**src/rtl/fcw_pkg.sv**
```systemverilog
// Shared constants and types for the fieldbus command word decoder.
//
// Functional notes
// Profile code 0 converts, code 5 passes.
// Converting profile translates; pass-through leaves word untouched.
// Bit 0 high readies; low ramps to stop.
// Bit 1 low coasts, then blocks power-on.
// Bit 2 low quick-stops in configured time.
// Bit 3 high runs if permitted; low inhibits.
// Fieldbus permissive source takes permit from bit 3.
// Bit 4 low forces ramp output zero.
// Bit 5 low freezes ramp; high enables acceleration.
// Bit 6 low zeroes ramp input, if sourced.
// Bit 7 rising clears fault, blocks power-on.
// Bit 10 low, nonzero data: keep last.
// Bit 10 low, all zero: release, lock ramp.
// Bit 11 picks location b, if sourced.
// Bits 12 to 15 are user control bits.
// Master sends 16-bit packed command word.
// Bits 8 and 9 are ignored.
// Coast beats quick stop beats ramp stop.
package fcw_pkg;

   // Command word shape and bit positions.
   localparam int          CMD_W       = 16;
   localparam int          REF_W       = 16;
   localparam int          BIT_RSTOP   = 0;
   localparam int          BIT_COAST   = 1;
   localparam int          BIT_QUICK   = 2;
   localparam int          BIT_RUN     = 3;
   localparam int          BIT_ROUT    = 4;
   localparam int          BIT_HOLD    = 5;
   localparam int          BIT_RIN     = 6;
   localparam int          BIT_FRESET  = 7;
   localparam int          BIT_REMOTE  = 10;
   localparam int          BIT_LOC     = 11;
   localparam int          USER_LSB    = 12;
   localparam int          USER_W      = 4;
   localparam logic [15:0] RSVD_MASK   = 16'h0300;

   // Profile selection codes.
   localparam int          PROF_W      = 8;
   localparam logic [7:0]  PROF_CONV   = 8'h00;
   localparam logic [7:0]  PROF_PASS   = 8'h05;

   // Native internal command word bit positions.
   localparam int          NAT_STOP    = 0;
   localparam int          NAT_START   = 1;
   localparam int          NAT_FRESET  = 4;
   localparam int          NAT_LOC     = 5;
   localparam int          NAT_RUNDIS  = 6;
   localparam int          NAT_ROUT0   = 11;
   localparam int          NAT_HOLD    = 12;
   localparam int          NAT_RIN0    = 13;

   // Reset values.
   localparam logic [15:0] CMD_RST     = 16'h0000;
   localparam logic [15:0] REF_RST     = 16'h0000;
   localparam logic [15:0] QS_CNT_RST  = 16'h0000;
   localparam int          QS_W        = 16;

   // Drive sequencing states.
   typedef enum logic [2:0] {
      ST_POWER_ON_BLOCKED,
      ST_ARMED,
      ST_READY_TO_RUN,
      ST_RUNNING_ENABLED,
      ST_RUNNING_BLOCKED,
      ST_FIRST_STOP_ACTIVE,
      ST_SECOND_STOP_ACTIVE,
      ST_THIRD_STOP_ACTIVE
   } fcw_state_t;

endpackage

```
**src/rtl/fcw_ctl_if.sv**
```systemverilog
// Internal carrier between the decoder top and its ramp and timer helpers.
`timescale 1ns/1ps
interface fcw_ctl_if;
   logic [15:0] cmd_word;       // Active command word.
   logic        ramp_lock;      // Ramp locked after control release.
   logic        rin_src_fb;     // Ramp input zero is sourced from the fieldbus.
   logic        ramp_out_zero;  // Ramp output forced to zero.
   logic        ramp_hold;      // Ramp output frozen.
   logic        ramp_in_zero;   // Ramp input forced to zero.
   logic        accel_en;       // Accelerator enabled.
   logic        qs_start;       // Quick stop timer runs while high.
   logic [15:0] qs_limit;       // Quick stop time in clock cycles.
   logic        qs_expired;     // Quick stop time has run out.

   modport top  (output cmd_word, ramp_lock, rin_src_fb, qs_start, qs_limit,
                 input  ramp_out_zero, ramp_hold, ramp_in_zero, accel_en, qs_expired);
   modport ramp (input  cmd_word, ramp_lock, rin_src_fb,
                 output ramp_out_zero, ramp_hold, ramp_in_zero, accel_en);
   modport tmr  (input  qs_start, qs_limit,
                 output qs_expired);
endinterface

```
**src/rtl/fcw_ramp_ctl.sv**
```systemverilog
// Ramp generator control decode from the active command word.
`timescale 1ns/1ps
module fcw_ramp_ctl (
   // Clock and reset.
   input  wire logic sys_clk_in,
   input  wire logic rst_n_in,
   // Decoder side.
   fcw_ctl_if.ramp   ctl
);

   logic rout_zero_reg, rout_zero_next;  // Ramp output zero.
   logic hold_reg,      hold_next;       // Ramp output hold.
   logic rin_zero_reg,  rin_zero_next;   // Ramp input zero.
   logic accel_reg,     accel_next;      // Accelerator enabled.

   // Decode; a locked ramp after control release also holds the output.
   always_comb begin
      rout_zero_next = ~ctl.cmd_word[fcw_pkg::BIT_ROUT];
      hold_next      = ~ctl.cmd_word[fcw_pkg::BIT_HOLD] | ctl.ramp_lock;
      accel_next     = ctl.cmd_word[fcw_pkg::BIT_HOLD] & ~ctl.ramp_lock;
      rin_zero_next  = ctl.rin_src_fb & ~ctl.cmd_word[fcw_pkg::BIT_RIN];
   end

   // Reset leaves the ramp forced to zero and frozen, the safe state.
   always_ff @(posedge sys_clk_in) begin
      if (!rst_n_in) begin
         rout_zero_reg <= 1'b1;
         hold_reg      <= 1'b1;
         rin_zero_reg  <= 1'b0;
         accel_reg     <= 1'b0;
      end else begin
         rout_zero_reg <= rout_zero_next;
         hold_reg      <= hold_next;
         rin_zero_reg  <= rin_zero_next;
         accel_reg     <= accel_next;
      end
   end

   assign ctl.ramp_out_zero = rout_zero_reg;
   assign ctl.ramp_hold     = hold_reg;
   assign ctl.ramp_in_zero  = rin_zero_reg;
   assign ctl.accel_en      = accel_reg;

endmodule

```
**src/rtl/fcw_qstop_timer.sv**
```systemverilog
// Quick stop deadline timer.
`timescale 1ns/1ps
module fcw_qstop_timer (
   // Clock and reset.
   input  wire logic sys_clk_in,
   input  wire logic rst_n_in,
   // Decoder side.
   fcw_ctl_if.tmr    ctl
);

   logic [15:0] cnt_reg, cnt_next;   // Cycles spent in quick stop.
   logic        exp_reg, exp_next;   // Deadline reached.

   // Count while the stop lasts, saturate at the limit, clear otherwise.
   always_comb begin
      cnt_next = fcw_pkg::QS_CNT_RST;
      exp_next = 1'b0;
      if (ctl.qs_start) begin
         cnt_next = (cnt_reg >= ctl.qs_limit) ? cnt_reg : cnt_reg + 16'h0001;
         exp_next = (cnt_reg >= ctl.qs_limit);
      end
   end

   // Registering only.
   always_ff @(posedge sys_clk_in) begin
      if (!rst_n_in) begin
         cnt_reg <= fcw_pkg::QS_CNT_RST;
         exp_reg <= 1'b0;
      end else begin
         cnt_reg <= cnt_next;
         exp_reg <= exp_next;
      end
   end

   assign ctl.qs_expired = exp_reg;

endmodule

```
**src/rtl/fcw_decoder.sv**
```systemverilog
// Fieldbus command word decoder and drive sequencer top.
`timescale 1ns/1ps
module fcw_decoder (
   // Clock and reset.
   input  wire logic               sys_clk_in,
   input  wire logic               rst_n_in,
   // Command word write from the fieldbus master.
   input  wire logic               cmd_wr_in,
   input  wire logic [15:0]        cmd_word_in,
   input  wire logic [15:0]        ref_in,
   // Configuration.
   input  wire logic [7:0]         profile_code_in,
   input  wire logic               run_perm_src_fb_in,
   input  wire logic               run_perm_ext_in,
   input  wire logic               ramp_in_src_fb_in,
   input  wire logic               fault_reset_src_fb_in,
   input  wire logic               loc_src_fb_in,
   input  wire logic [15:0]        quick_stop_time_in,
   // Drive status.
   input  wire logic               stop_done_in,
   input  wire logic               fault_active_in,
   // Native command and state.
   output logic                    profile_pass_out,
   output logic [15:0]             native_cmd_out,
   output logic [15:0]             native_ref_out,
   output fcw_pkg::fcw_state_t     drive_state_out,
   // Control ownership.
   output logic                    fb_control_out,
   output logic                    ref_lock_out,
   output logic                    ext_loc_b_out,
   // Stop and run controls.
   output logic                    ramp_stop_out,
   output logic                    coast_stop_out,
   output logic                    quick_stop_out,
   output logic                    run_permit_out,
   output logic                    fault_reset_out,
   // Ramp generator controls.
   output logic                    ramp_out_zero_out,
   output logic                    ramp_hold_out,
   output logic                    ramp_in_zero_out,
   output logic                    accel_en_out,
   // Application bits.
   output logic [3:0]              user_bits_out
);

   fcw_ctl_if ctl ();

   // Intake state.
   logic [7:0]  profile_reg, profile_next;    // Latched profile code.
   logic        pass_reg,    pass_next;       // Pass-through profile flag, kept in a flop.
   logic [15:0] word_reg,    word_next;       // Active command word.
   logic [15:0] ref_reg,     ref_next;        // Active reference.
   logic        fbctl_reg,   fbctl_next;      // Fieldbus owns control.
   logic        lock_reg,    lock_next;       // Reference and ramp locked.
   logic        freset_reg,  freset_next;     // Fault reset pulse.
   logic [15:0] masked_in;                    // Incoming word without reserved bits.

   // Sequencer state.
   fcw_pkg::fcw_state_t state_reg, state_next;
   logic        permit;                       // Run permissive in effect.
   logic        conv;                         // Converting profile active.

   // Output state.
   logic [15:0] native_reg,  native_next;     // Native command word.
   logic        loc_reg,     loc_next;        // Location b selected.
   logic        permit_reg;                   // Registered permissive.
   logic        rstop_reg,   rstop_next;      // Ramp stop in progress.
   logic        coast_reg,   coast_next;      // Coast stop in progress.
   logic        quick_reg,   quick_next;      // Quick stop in progress.
   logic [3:0]  user_reg,    user_next;       // User bits.

   assign conv      = (profile_reg == fcw_pkg::PROF_CONV);
   assign masked_in = cmd_word_in & ~fcw_pkg::RSVD_MASK;

   // A permissive taken from the fieldbus follows bit 3 directly.
   assign permit = run_perm_src_fb_in ? word_reg[fcw_pkg::BIT_RUN]
                                      : run_perm_ext_in;

   // Profile and word intake. An unknown profile code keeps the last valid
   // selection, so a glitch in configuration never drops the drive into an
   // undefined decode.
   always_comb begin
      profile_next = profile_reg;
      word_next    = word_reg;
      ref_next     = ref_reg;
      fbctl_next   = fbctl_reg;
      lock_next    = lock_reg;
      freset_next  = 1'b0;
      if (profile_code_in == fcw_pkg::PROF_CONV ||
          profile_code_in == fcw_pkg::PROF_PASS) begin
         profile_next = profile_code_in;
      end
      pass_next    = (profile_next == fcw_pkg::PROF_PASS);
      if (cmd_wr_in) begin
         if (cmd_word_in[fcw_pkg::BIT_REMOTE]) begin
            // Remote bit set: the master owns control and the word is taken.
            word_next  = masked_in;
            ref_next   = ref_in;
            fbctl_next = 1'b1;
            lock_next  = 1'b0;
            freset_next = fault_reset_src_fb_in &
                          cmd_word_in[fcw_pkg::BIT_FRESET] &
                          ~word_reg[fcw_pkg::BIT_FRESET];
         end else if (masked_in != fcw_pkg::CMD_RST || ref_in != fcw_pkg::REF_RST) begin
            // Nonzero data without the remote bit: keep the last word.
            word_next = word_reg;
            ref_next  = ref_reg;
         end else begin
            // All zero: hand control away and freeze reference and ramp.
            fbctl_next = 1'b0;
            lock_next  = 1'b1;
         end
      end
   end

   // Intake registers.
   always_ff @(posedge sys_clk_in) begin
      if (!rst_n_in) begin
         profile_reg <= fcw_pkg::PROF_CONV;
         pass_reg    <= 1'b0;
         word_reg    <= fcw_pkg::CMD_RST;
         ref_reg     <= fcw_pkg::REF_RST;
         fbctl_reg   <= 1'b0;
         lock_reg    <= 1'b0;
         freset_reg  <= 1'b0;
      end else begin
         profile_reg <= profile_next;
         pass_reg    <= pass_next;
         word_reg    <= word_next;
         ref_reg     <= ref_next;
         fbctl_reg   <= fbctl_next;
         lock_reg    <= lock_next;
         freset_reg  <= freset_next;
      end
   end

   // Drive sequencer. Only the converting profile interprets the word; in
   // pass-through the drive's own logic decodes it, so this machine parks.
   // Stop priority is coast, then quick stop, then ramp stop.
   always_comb begin
      state_next = state_reg;
      if (!conv || fault_active_in || freset_reg) begin
         state_next = fcw_pkg::ST_POWER_ON_BLOCKED;
      end else begin
         unique case (state_reg)
            fcw_pkg::ST_POWER_ON_BLOCKED: begin
               if (word_reg[fcw_pkg::BIT_COAST] && word_reg[fcw_pkg::BIT_QUICK] &&
                   !word_reg[fcw_pkg::BIT_RSTOP]) begin
                  state_next = fcw_pkg::ST_ARMED;
               end
            end
            fcw_pkg::ST_ARMED: begin
               if (!word_reg[fcw_pkg::BIT_COAST] || !word_reg[fcw_pkg::BIT_QUICK]) begin
                  state_next = fcw_pkg::ST_POWER_ON_BLOCKED;
               end else if (word_reg[fcw_pkg::BIT_RSTOP]) begin
                  state_next = fcw_pkg::ST_READY_TO_RUN;
               end
            end
            fcw_pkg::ST_READY_TO_RUN,
            fcw_pkg::ST_RUNNING_BLOCKED: begin
               if (!word_reg[fcw_pkg::BIT_COAST] || !word_reg[fcw_pkg::BIT_QUICK]) begin
                  state_next = fcw_pkg::ST_POWER_ON_BLOCKED;
               end else if (!word_reg[fcw_pkg::BIT_RSTOP]) begin
                  state_next = fcw_pkg::ST_ARMED;
               end else if (word_reg[fcw_pkg::BIT_RUN] && permit) begin
                  state_next = fcw_pkg::ST_RUNNING_ENABLED;
               end
            end
            fcw_pkg::ST_RUNNING_ENABLED: begin
               if (!word_reg[fcw_pkg::BIT_COAST]) begin
                  state_next = fcw_pkg::ST_SECOND_STOP_ACTIVE;
               end else if (!word_reg[fcw_pkg::BIT_QUICK]) begin
                  state_next = fcw_pkg::ST_THIRD_STOP_ACTIVE;
               end else if (!word_reg[fcw_pkg::BIT_RSTOP]) begin
                  state_next = fcw_pkg::ST_FIRST_STOP_ACTIVE;
               end else if (!word_reg[fcw_pkg::BIT_RUN] || !permit) begin
                  state_next = fcw_pkg::ST_RUNNING_BLOCKED;
               end
            end
            fcw_pkg::ST_FIRST_STOP_ACTIVE: begin
               // A harder stop asked for mid-ramp overrides the ramp stop.
               if (!word_reg[fcw_pkg::BIT_COAST]) begin
                  state_next = fcw_pkg::ST_SECOND_STOP_ACTIVE;
               end else if (!word_reg[fcw_pkg::BIT_QUICK]) begin
                  state_next = fcw_pkg::ST_THIRD_STOP_ACTIVE;
               end else if (stop_done_in) begin
                  state_next = fcw_pkg::ST_ARMED;
               end
            end
            fcw_pkg::ST_SECOND_STOP_ACTIVE: begin
               if (stop_done_in) begin
                  state_next = fcw_pkg::ST_POWER_ON_BLOCKED;
               end
            end
            fcw_pkg::ST_THIRD_STOP_ACTIVE: begin
               // The deadline ends the stop even if standstill is not reported.
               if (!word_reg[fcw_pkg::BIT_COAST]) begin
                  state_next = fcw_pkg::ST_SECOND_STOP_ACTIVE;
               end else if (stop_done_in || ctl.qs_expired) begin
                  state_next = fcw_pkg::ST_POWER_ON_BLOCKED;
               end
            end
         endcase
      end
   end

   // Sequencer register.
   always_ff @(posedge sys_clk_in) begin
      if (!rst_n_in) begin
         state_reg <= fcw_pkg::ST_POWER_ON_BLOCKED;
      end else begin
         state_reg <= state_next;
      end
   end

   // Output decode. Pass-through hands the stored word on untouched.
   always_comb begin
      rstop_next  = (state_reg == fcw_pkg::ST_FIRST_STOP_ACTIVE);
      coast_next  = (state_reg == fcw_pkg::ST_SECOND_STOP_ACTIVE);
      quick_next  = (state_reg == fcw_pkg::ST_THIRD_STOP_ACTIVE);
      user_next   = word_reg[fcw_pkg::USER_LSB +: fcw_pkg::USER_W];
      loc_next    = loc_src_fb_in ? word_reg[fcw_pkg::BIT_LOC] : loc_reg;
      native_next = fcw_pkg::CMD_RST;
      if (conv) begin
         native_next[fcw_pkg::NAT_STOP]   = rstop_next | coast_next | quick_next;
         native_next[fcw_pkg::NAT_START]  = (state_reg == fcw_pkg::ST_RUNNING_ENABLED);
         native_next[fcw_pkg::NAT_FRESET] = freset_reg;
         native_next[fcw_pkg::NAT_LOC]    = loc_next;
         native_next[fcw_pkg::NAT_RUNDIS] = ~permit;
         native_next[fcw_pkg::NAT_ROUT0]  = ctl.ramp_out_zero;
         native_next[fcw_pkg::NAT_HOLD]   = ctl.ramp_hold;
         native_next[fcw_pkg::NAT_RIN0]   = ctl.ramp_in_zero;
      end else begin
         native_next = word_reg;
      end
   end

   // Output registers.
   always_ff @(posedge sys_clk_in) begin
      if (!rst_n_in) begin
         native_reg <= fcw_pkg::CMD_RST;
         loc_reg    <= 1'b0;
         permit_reg <= 1'b0;
         rstop_reg  <= 1'b0;
         coast_reg  <= 1'b0;
         quick_reg  <= 1'b0;
         user_reg   <= 4'h0;
      end else begin
         native_reg <= native_next;
         loc_reg    <= loc_next;
         permit_reg <= permit;
         rstop_reg  <= rstop_next;
         coast_reg  <= coast_next;
         quick_reg  <= quick_next;
         user_reg   <= user_next;
      end
   end

   // Helper connections.
   assign ctl.cmd_word   = word_reg;
   assign ctl.ramp_lock  = lock_reg;
   assign ctl.rin_src_fb = ramp_in_src_fb_in;
   assign ctl.qs_start   = (state_reg == fcw_pkg::ST_THIRD_STOP_ACTIVE);
   assign ctl.qs_limit   = quick_stop_time_in;

   fcw_ramp_ctl u_ramp (
      .sys_clk_in (sys_clk_in),
      .rst_n_in   (rst_n_in),
      .ctl        (ctl.ramp)
   );

   fcw_qstop_timer u_qstop (
      .sys_clk_in (sys_clk_in),
      .rst_n_in   (rst_n_in),
      .ctl        (ctl.tmr)
   );

   // Top outputs, all from flip-flops.
   assign profile_pass_out  = pass_reg;
   assign native_cmd_out    = native_reg;
   assign native_ref_out    = ref_reg;
   assign drive_state_out   = state_reg;
   assign fb_control_out    = fbctl_reg;
   assign ref_lock_out      = lock_reg;
   assign ext_loc_b_out     = loc_reg;
   assign ramp_stop_out     = rstop_reg;
   assign coast_stop_out    = coast_reg;
   assign quick_stop_out    = quick_reg;
   assign run_permit_out    = permit_reg;
   assign fault_reset_out   = freset_reg;
   assign ramp_out_zero_out = ctl.ramp_out_zero;
   assign ramp_hold_out     = ctl.ramp_hold;
   assign ramp_in_zero_out  = ctl.ramp_in_zero;
   assign accel_en_out      = ctl.accel_en;
   assign user_bits_out     = user_reg;

   logic quiet;  // Converting profile and no fault event pending that would override the sequencer.
   assign quiet = conv && !fault_active_in && !freset_reg;
endmodule

```
**config.mk**
```make
export PLATFORM = sky130hd
export DESIGN_NAME = fcw_decoder
export DESIGN_NICKNAME = d
export VERILOG_FILES = /design/src/rtl/fcw_pkg.sv /design/src/rtl/fcw_ctl_if.sv /design/src/rtl/fcw_ramp_ctl.sv /design/src/rtl/fcw_qstop_timer.sv /design/src/rtl/fcw_decoder.sv
export SDC_FILE = /design/constraint.sdc
export NUM_CORES = 1
export LEC_CHECK = 0
export ABC_AREA = 1
export CORE_ASPECT_RATIO = 0.6
export CORE_MARGIN = 2
export CORE_UTILIZATION = 53
export DETAILED_ROUTE_END_ITERATION = 12
export DONT_BUFFER_PORTS = 1
export GPL_TIMING_DRIVEN = 0
export PLACE_DENSITY = 0.68
export SLEW_MARGIN = 30
export SYNTH_ARGS = -nofsm -noshare
export SYNTH_HDL_FRONTEND = slang
export SYNTH_HIERARCHICAL = 1
export SYNTH_SLANG_ARGS = --single-unit
```
**constraint.sdc**
```tcl
create_clock -name sys_clk_in -period 2.4 [get_ports sys_clk_in]
set_input_delay 0 -clock sys_clk_in [delete_from_list [all_inputs] [get_ports sys_clk_in]]
set_output_delay 0 -clock sys_clk_in [all_outputs]
set_load 0.005 [all_outputs]
```
Word level (Yosys, flattened, before mapping)
Cells that the tools add are included.
{"block": "totals", "register_bits": 89}
{"block": "classes", "n_addsub": 1, "magnitude_cmp": 1, "n_eq_ne": 17, "mux": 27, "n_bitwise": 14, "reduce_logical": 29}
{"operator": "$mux W3", "count": 18}
{"operator": "$reduce_bool A16 Y1", "count": 2}
{"operator": "$pmux W3 S7", "count": 1}
{"operator": "$add A16 B1 Y16 const B", "count": 1}
{"operator": "$eq A8 B3 Y1 const B", "count": 2}
{"operator": "$ge A16 B16 Y1", "count": 1}
{"operator": "$logic_not A8 Y1", "count": 2}
{"operator": "$eq A3 B3 Y1 const B", "count": 4}
{"operator": "$mux W8", "count": 1}
{"operator": "$ne A4 B4 Y1 const B", "count": 2}
{"operator": "$logic_or A1 B1 Y1", "count": 7}
{"operator": "$not A1 Y1", "count": 7}
{"operator": "$reduce_and A7 Y1", "count": 1}
{"operator": "$eq A3 B2 Y1 const B", "count": 2}
{"operator": "$logic_not A1 Y1", "count": 6}
{"operator": "$mux W1", "count": 6}
{"operator": "$ne A2 B2 Y1 const B", "count": 3}
{"operator": "$reduce_and A2 Y1", "count": 3}
{"operator": "$reduce_or A2 Y1", "count": 3}
{"operator": "$ne A5 B5 Y1 const B", "count": 1}
{"operator": "$and A1 B1 Y1", "count": 4}
{"operator": "$eq A3 B1 Y1 const B", "count": 1}
{"operator": "$logic_and A1 B1 Y1", "count": 3}
{"operator": "$logic_not A3 Y1", "count": 1}
{"operator": "5 further kinds", "count": 7}

Longest topological paths before layout
{"block": "depth", "word_depth": 8, "depth_mapped": 15, "depth_no_buf": 14}

Cells and area by module
Netlist, hierarchy kept.
{"mod": "fcw_decoder", "n_inst": 1, "cells_each": 366, "area_each_um2": 2657.5, "seq_area_each_um2": 1361.3}
{"mod": "fcw_qstop_timer", "n_inst": 1, "cells_each": 233, "area_each_um2": 1555.2, "seq_area_each_um2": 340.3}
{"mod": "fcw_ramp_ctl", "n_inst": 1, "cells_each": 11, "area_each_um2": 107.6, "seq_area_each_um2": 80.1}

Worst setup path before layout
No wires, ideal clock.
{"block": "synth_timing", "path_type": "reg-to-reg", "start": "register u_qstop.cnt_reg[7]", "end": "register u_qstop.cnt_reg[7]", "setup_time_ps": 70, "arrival_ps": 1489, "required_ps": 2330, "slack_ps": 841, "path_stages_with_launch": 13, "path_buffers": 2, "period_less_slack_ps": 1559, "cell_sequence": "dfxtp_1 > ha_1 > nand2_1 > inv_1 > nand2_1 > nand2_1 > nor2_1 > nand2_1 > nand2_2 > buf_6 > buf_8 > nand3_2 > a21oi_2"}
{"block": "synth_via", "elab_chain_len": 1}
{"item": "start: declaration", "line_no": "fcw_qstop_timer.sv:11", "source": "logic [15:0] cnt_reg, cnt_next;"}
{"item": "start signal: assignment", "line_no": "fcw_qstop_timer.sv:27", "source": "cnt_reg <= fcw_pkg::QS_CNT_RST;"}
{"item": "start signal: assignment", "line_no": "fcw_qstop_timer.sv:30", "source": "cnt_reg <= cnt_next;"}
{"item": "$add A16 B1 Y16 or $ge A16 B16 Y1 (tied branches)", "line_no": "fcw_qstop_timer.sv:19", "source": "cnt_next = (cnt_reg >= ctl.qs_limit) ? cnt_reg : cnt_reg + 16'h0001;"}
Several ways; a longest one is shown, not always the timed one.
A chain may end at the register's enable or synchronous reset.

Worst setup path in the final report
{"block": "layout_timing", "start": "register u_qstop.cnt_reg[7]", "end": "register u_qstop.cnt_reg[0]"}
{"block": "layout_via", "elab_chain_len": 1}
{"item": "$ge A16 B16 Y1", "line_no": "fcw_qstop_timer.sv:19"}
Every way passes these cells.

==> impl_metrics.sql <==
INSERT INTO impl_metrics (metric_group, metric, value, unit) VALUES
('worst_setup_path', 'crit_path_max_fanout', '10', ''),
('min_path', 'worst_hold_path_type', 'in2reg', ''),
('floorplanning', 'io-pin-count', '118', ''),
('global_routing', 'globalRouteTotalUtil', '26.2', '%'),
('clocking', 'clkTransAtPathRegs', '70', 'ps'),
('worst_setup_path', 'critPathMostFrequentCell', 'sky130_fd_sc_hd__nand2_1', ''),
('sta', 'timing.final.crit_share', '82.4', '%'),
('sta', 'grt_setup_unrepaired', 'false', ''),
('finish', 'multiInputGateArea', '2140', 'sq um'),
('clocking', 'cts_hold_repair.buffers', '41', ''),
('worst_setup_path', 'critical_path_cell_with_the_highest_stage_delay', 'sky130_fd_sc_hd__dfxtp_1', ''),
('finish', 'ff_latch_area', '1780', 'sq um'),
('sta', 'layout_setup_ws', '422', 'ps'),
('sta', 'timing.final.hold_violations', '0', ''),
('floorplanning', 'die_w', '121', 'um'),
('synth', 'post_synth_instance_area', '4320', 'sq um'),
('global_routing', 'grt_antenna_before_repair', '1', ''),
('sta', 'finalSetupViolations', '0', ''),
('route', 'drt_pass1_iterations', '5', ''),
('clocking', 'cts_tree', 'yes', ''),
('synth', 'synth_warnings', '6', ''),
('finish', 'final_design_area_no_fill', '5160', 'sq um'),
('run', 'drv_cap', '0', ''),
('finish', 'areaGrowthSynthToFinish', '19.3', '%'),
('sta', 'tightest_slew', '742', 'ps'),
('sta', 'final.min_clock_period', '1980', 'ps'),
('clocking', 'cts-root-buf', 'sky130_fd_sc_hd__clkbuf_16', ''),
('floorplanning', 'fp.dieArea', '8910', 'sq um'),
('floorplanning', 'fp-row-count', '25', ''),
('route', 'average_via_count_per_standard_cell', '5.40', ''),
('synth', 'synth_seq_cells', '89', ''),
('place', 'postPlaceCellArea', '4460', 'sq um'),
('worst_setup_path', 'critPathArrivalTime', '2250', 'ps'),
('finish', 'finish.utilization', '65.4', '%'),
('worst_setup_path', 'critPathLaunchType', 'flip-flop', ''),
('global_routing', 'grt_pass1_vias', '3847', ''),
('clocking', 'clock_sinks', '89', ''),
('route', 'vias', '4192', ''),
('worst_setup_path', 'critical-path-top-delay-family', 'simple AND/OR/NAND/NOR gates', ''),
('pwr', 'powerDensity', '617', 'nW/um^2'),
('clocking', 'number_of_buffers_created_by_cts', '9', ''),
('place', 'half_perimeter_wire_length_after_detailed_placement', '8400', 'um'),
('worst_setup_path', 'cp_cell_sequence', 'ha_1 -> a21oi_1 -> nand2_1 -> nor2_1 -> nand2_1 -> nand2_2 -> buf_6 -> buf_8 -> nand3_2 -> a21oi_2', ''),
('sta', 'fmaxAchievable', '506', 'MHz'),
('global_routing', 'grt_pass1_wl', '18200', 'um'),
('clocking', 'cts_htree_levels', '3', ''),
('clocking', 'clock_latency', '340', 'ps'),
('clocking', 'post_cts_resized', '0', ''),
('sta', 'timing.max_slew.rel_slack', '50.5', '%'),
('worst_setup_path', 'endpoint_kind', 'flip-flop', ''),
('finish', 'layout.filler_cells', '705', ''),
('route', 'drcViolationCount', '0', ''),
('status', 'outcome', 'finished clean', ''),
('pwr', 'fin_total_pwr', '3.18', 'mW'),
('finish', 'layout_cells_sized_above_1', '10.0', '%'),
('sta', 'fin_setup_tns', '0', 'ps'),
('floorplanning', 'initial_utilization', '54.8', '%'),
('clocking', 'clk_path_buf_depth', '2', ''),
('route', 'route.final.wire_length', '11500', 'um'),
('place', 'io_buffers', '0', ''),
('global_routing', 'gr-total-overflow', '0', ''),
('route', 'drt-initial-drc-count', '346', ''),
('synth', 'ys_types', '34', ''),
('worst_setup_path', 'worst_path_largest_cell_delay', '470', 'ps'),
('worst_setup_path', 'r2r_setup_slk', '420', 'ps'),
('synth', 'gate_count_post_synth', '610', ''),
('pwr', 'ir_drop_worst_case_vdd', '0.325', 'mV'),
('sta', 'final-max-slew-violation-count', '0', ''),
('floorplanning', 'core_region_area', '7880', 'sq um'),
('sta', 'clock_skew', '6.36', 'ps'),
('floorplanning', 'floorplan.die.height', '73.9', 'um'),
('finish', 'final_nets', '746', ''),
('global_routing', 'grt_start_max_net_pins', '18', ''),
('worst_setup_path', 'number_of_buffer_and_inverter_stages_on_the_critical_path', '2', ''),
('route', 'wl_per_cell', '14.8', 'um'),
('synth', 'mapped_avg_cell_area', '7.08', 'sq um'),
('route', 'ant_nets', '0', ''),
('pwr', 'power.leakage', '2.25', 'nW'),
('worst_setup_path', 'setup.worst_path.class', 'reg2reg', ''),
('place', 'pre_cts_slack', '495', 'ps'),
('place', 'gp_congestion', '0.946', ''),
('clocking', 'postCtsSetupRepairBufs', '0', ''),
('synth', 'yosysSeqAreaShare', '41.2', '%'),
('worst_setup_path', 'critical_path_required', '2670', 'ps');
==> path summary, 6_finish.rpt <==
path	from	endpoint	depth (start not counted)
worst max-delay path	u_qstop/cnt_reg[7]	u_qstop/cnt_reg[0]	10
worst max register to register	u_qstop/cnt_reg[7]	u_qstop/cnt_reg[0]	10
worst min register to register	ctl.cmd_word[4]	u_ramp/ctl.ramp_out_zero	1
worst min-delay path	cmd_word_in[6]	ref_lock_out	7
==> cell type report <==
type	instances	area share, %
sequential	89	34.6
buffer	22	2.72
tap	108	2.62
antenna	1	0.0485
clock inverter	7	1.14
clock buffer	9	4.37
timing repair buffer	41	7.96
inverter	70	5.14
multi-input combinational	430	41.4
==> through the flow <==
stage	hold slack [ps]	instances
4_1_cts	7.20	776
5_1_grt	56.8	777
2_1_floorplan	69.0	611
3_3_place_gp	74.8	719
6_report	20.9	777
3_5_place_dp	80.6	719
==> cell families after synthesis <==
kind of cell	after synthesis	synth area share, %
fa+ha+maj	17	4.92
buf+inv	92	9.38
compound gates	79	10.2
xor+xnor	6	1.22
mux	1	0.232
other cells	1	0.0868
simple gates	325	32.7
flops	89	41.2
==> placed cells by master, fill, tap and decap left out, types with 2 or more instances in the layout <==
cell,count
sky130_fd_sc_hd__a21oi_1,27
sky130_fd_sc_hd__a21oi_2,9
sky130_fd_sc_hd__buf_2,4
sky130_fd_sc_hd__buf_4,3
sky130_fd_sc_hd__buf_6,4
sky130_fd_sc_hd__clkbuf_1,10
sky130_fd_sc_hd__clkbuf_16,9
sky130_fd_sc_hd__conb_1,2
sky130_fd_sc_hd__dfxtp_1,89
sky130_fd_sc_hd__dlygate4sd3_1,41
sky130_fd_sc_hd__ha_1,17
sky130_fd_sc_hd__inv_1,63
sky130_fd_sc_hd__inv_2,5
sky130_fd_sc_hd__inv_6,3
sky130_fd_sc_hd__nand2_1,126
sky130_fd_sc_hd__nand2_2,7
sky130_fd_sc_hd__nand3_1,28
sky130_fd_sc_hd__nand3_2,12
sky130_fd_sc_hd__nand4_1,11
sky130_fd_sc_hd__nor2_1,127
sky130_fd_sc_hd__nor2_2,2
sky130_fd_sc_hd__nor2_4,2
sky130_fd_sc_hd__nor3_1,8
sky130_fd_sc_hd__o21ai_0,38
sky130_fd_sc_hd__xor2_1,5
==> cells in the mapped netlist (all sizes together) <==
cell    count  area, sq um
clkinv      1         3.75
xnor2       1         8.76
o21ai      39          195
a21oi      36          214
conb        1         3.75
buf        12          103
dfxtp      89         1780
xor2        5         43.8
inv        69          262
nand4      11         68.8
ha         17          213
a211oi      1         7.51
nand2     133          517
o211a       1         10.0
nor4        1         6.26
nor3        9         50.1
nor2      131          512
mux2i       1         10.0
clkbuf     10         37.5
nand3      40          260
a21o        1         7.51
o22ai       1         6.26
==> report_power, final <==
group	switching [mW]	internal [mW]
sequential	0.0395	1.53
clock	0.617	0.720
combinational	0.158	0.118
==> routing by layer <==
metal  global-route usage, %  up-vias  share of wire [%]
met5                       0        -                  0
met4                    7.36        0                1.7
met3                    8.13       34                 10
met2                    39.4      218                 41
met1                    36.7     1904                 47
li1                        -     2036                  -
==> worst reg2reg max path, cell delays in order (launching register included) <==
cell	delay [ps]
sky130_fd_sc_hd__dfxtp_1	470
sky130_fd_sc_hd__ha_1	300
sky130_fd_sc_hd__a21oi_1	200
sky130_fd_sc_hd__nand2_1	80
sky130_fd_sc_hd__nor2_1	100
sky130_fd_sc_hd__nand2_1	120
sky130_fd_sc_hd__nand2_2	110
sky130_fd_sc_hd__buf_6	140
sky130_fd_sc_hd__buf_8	160
sky130_fd_sc_hd__nand3_2	90
sky130_fd_sc_hd__a21oi_2	140
Power figures use the tool's default switching activity.
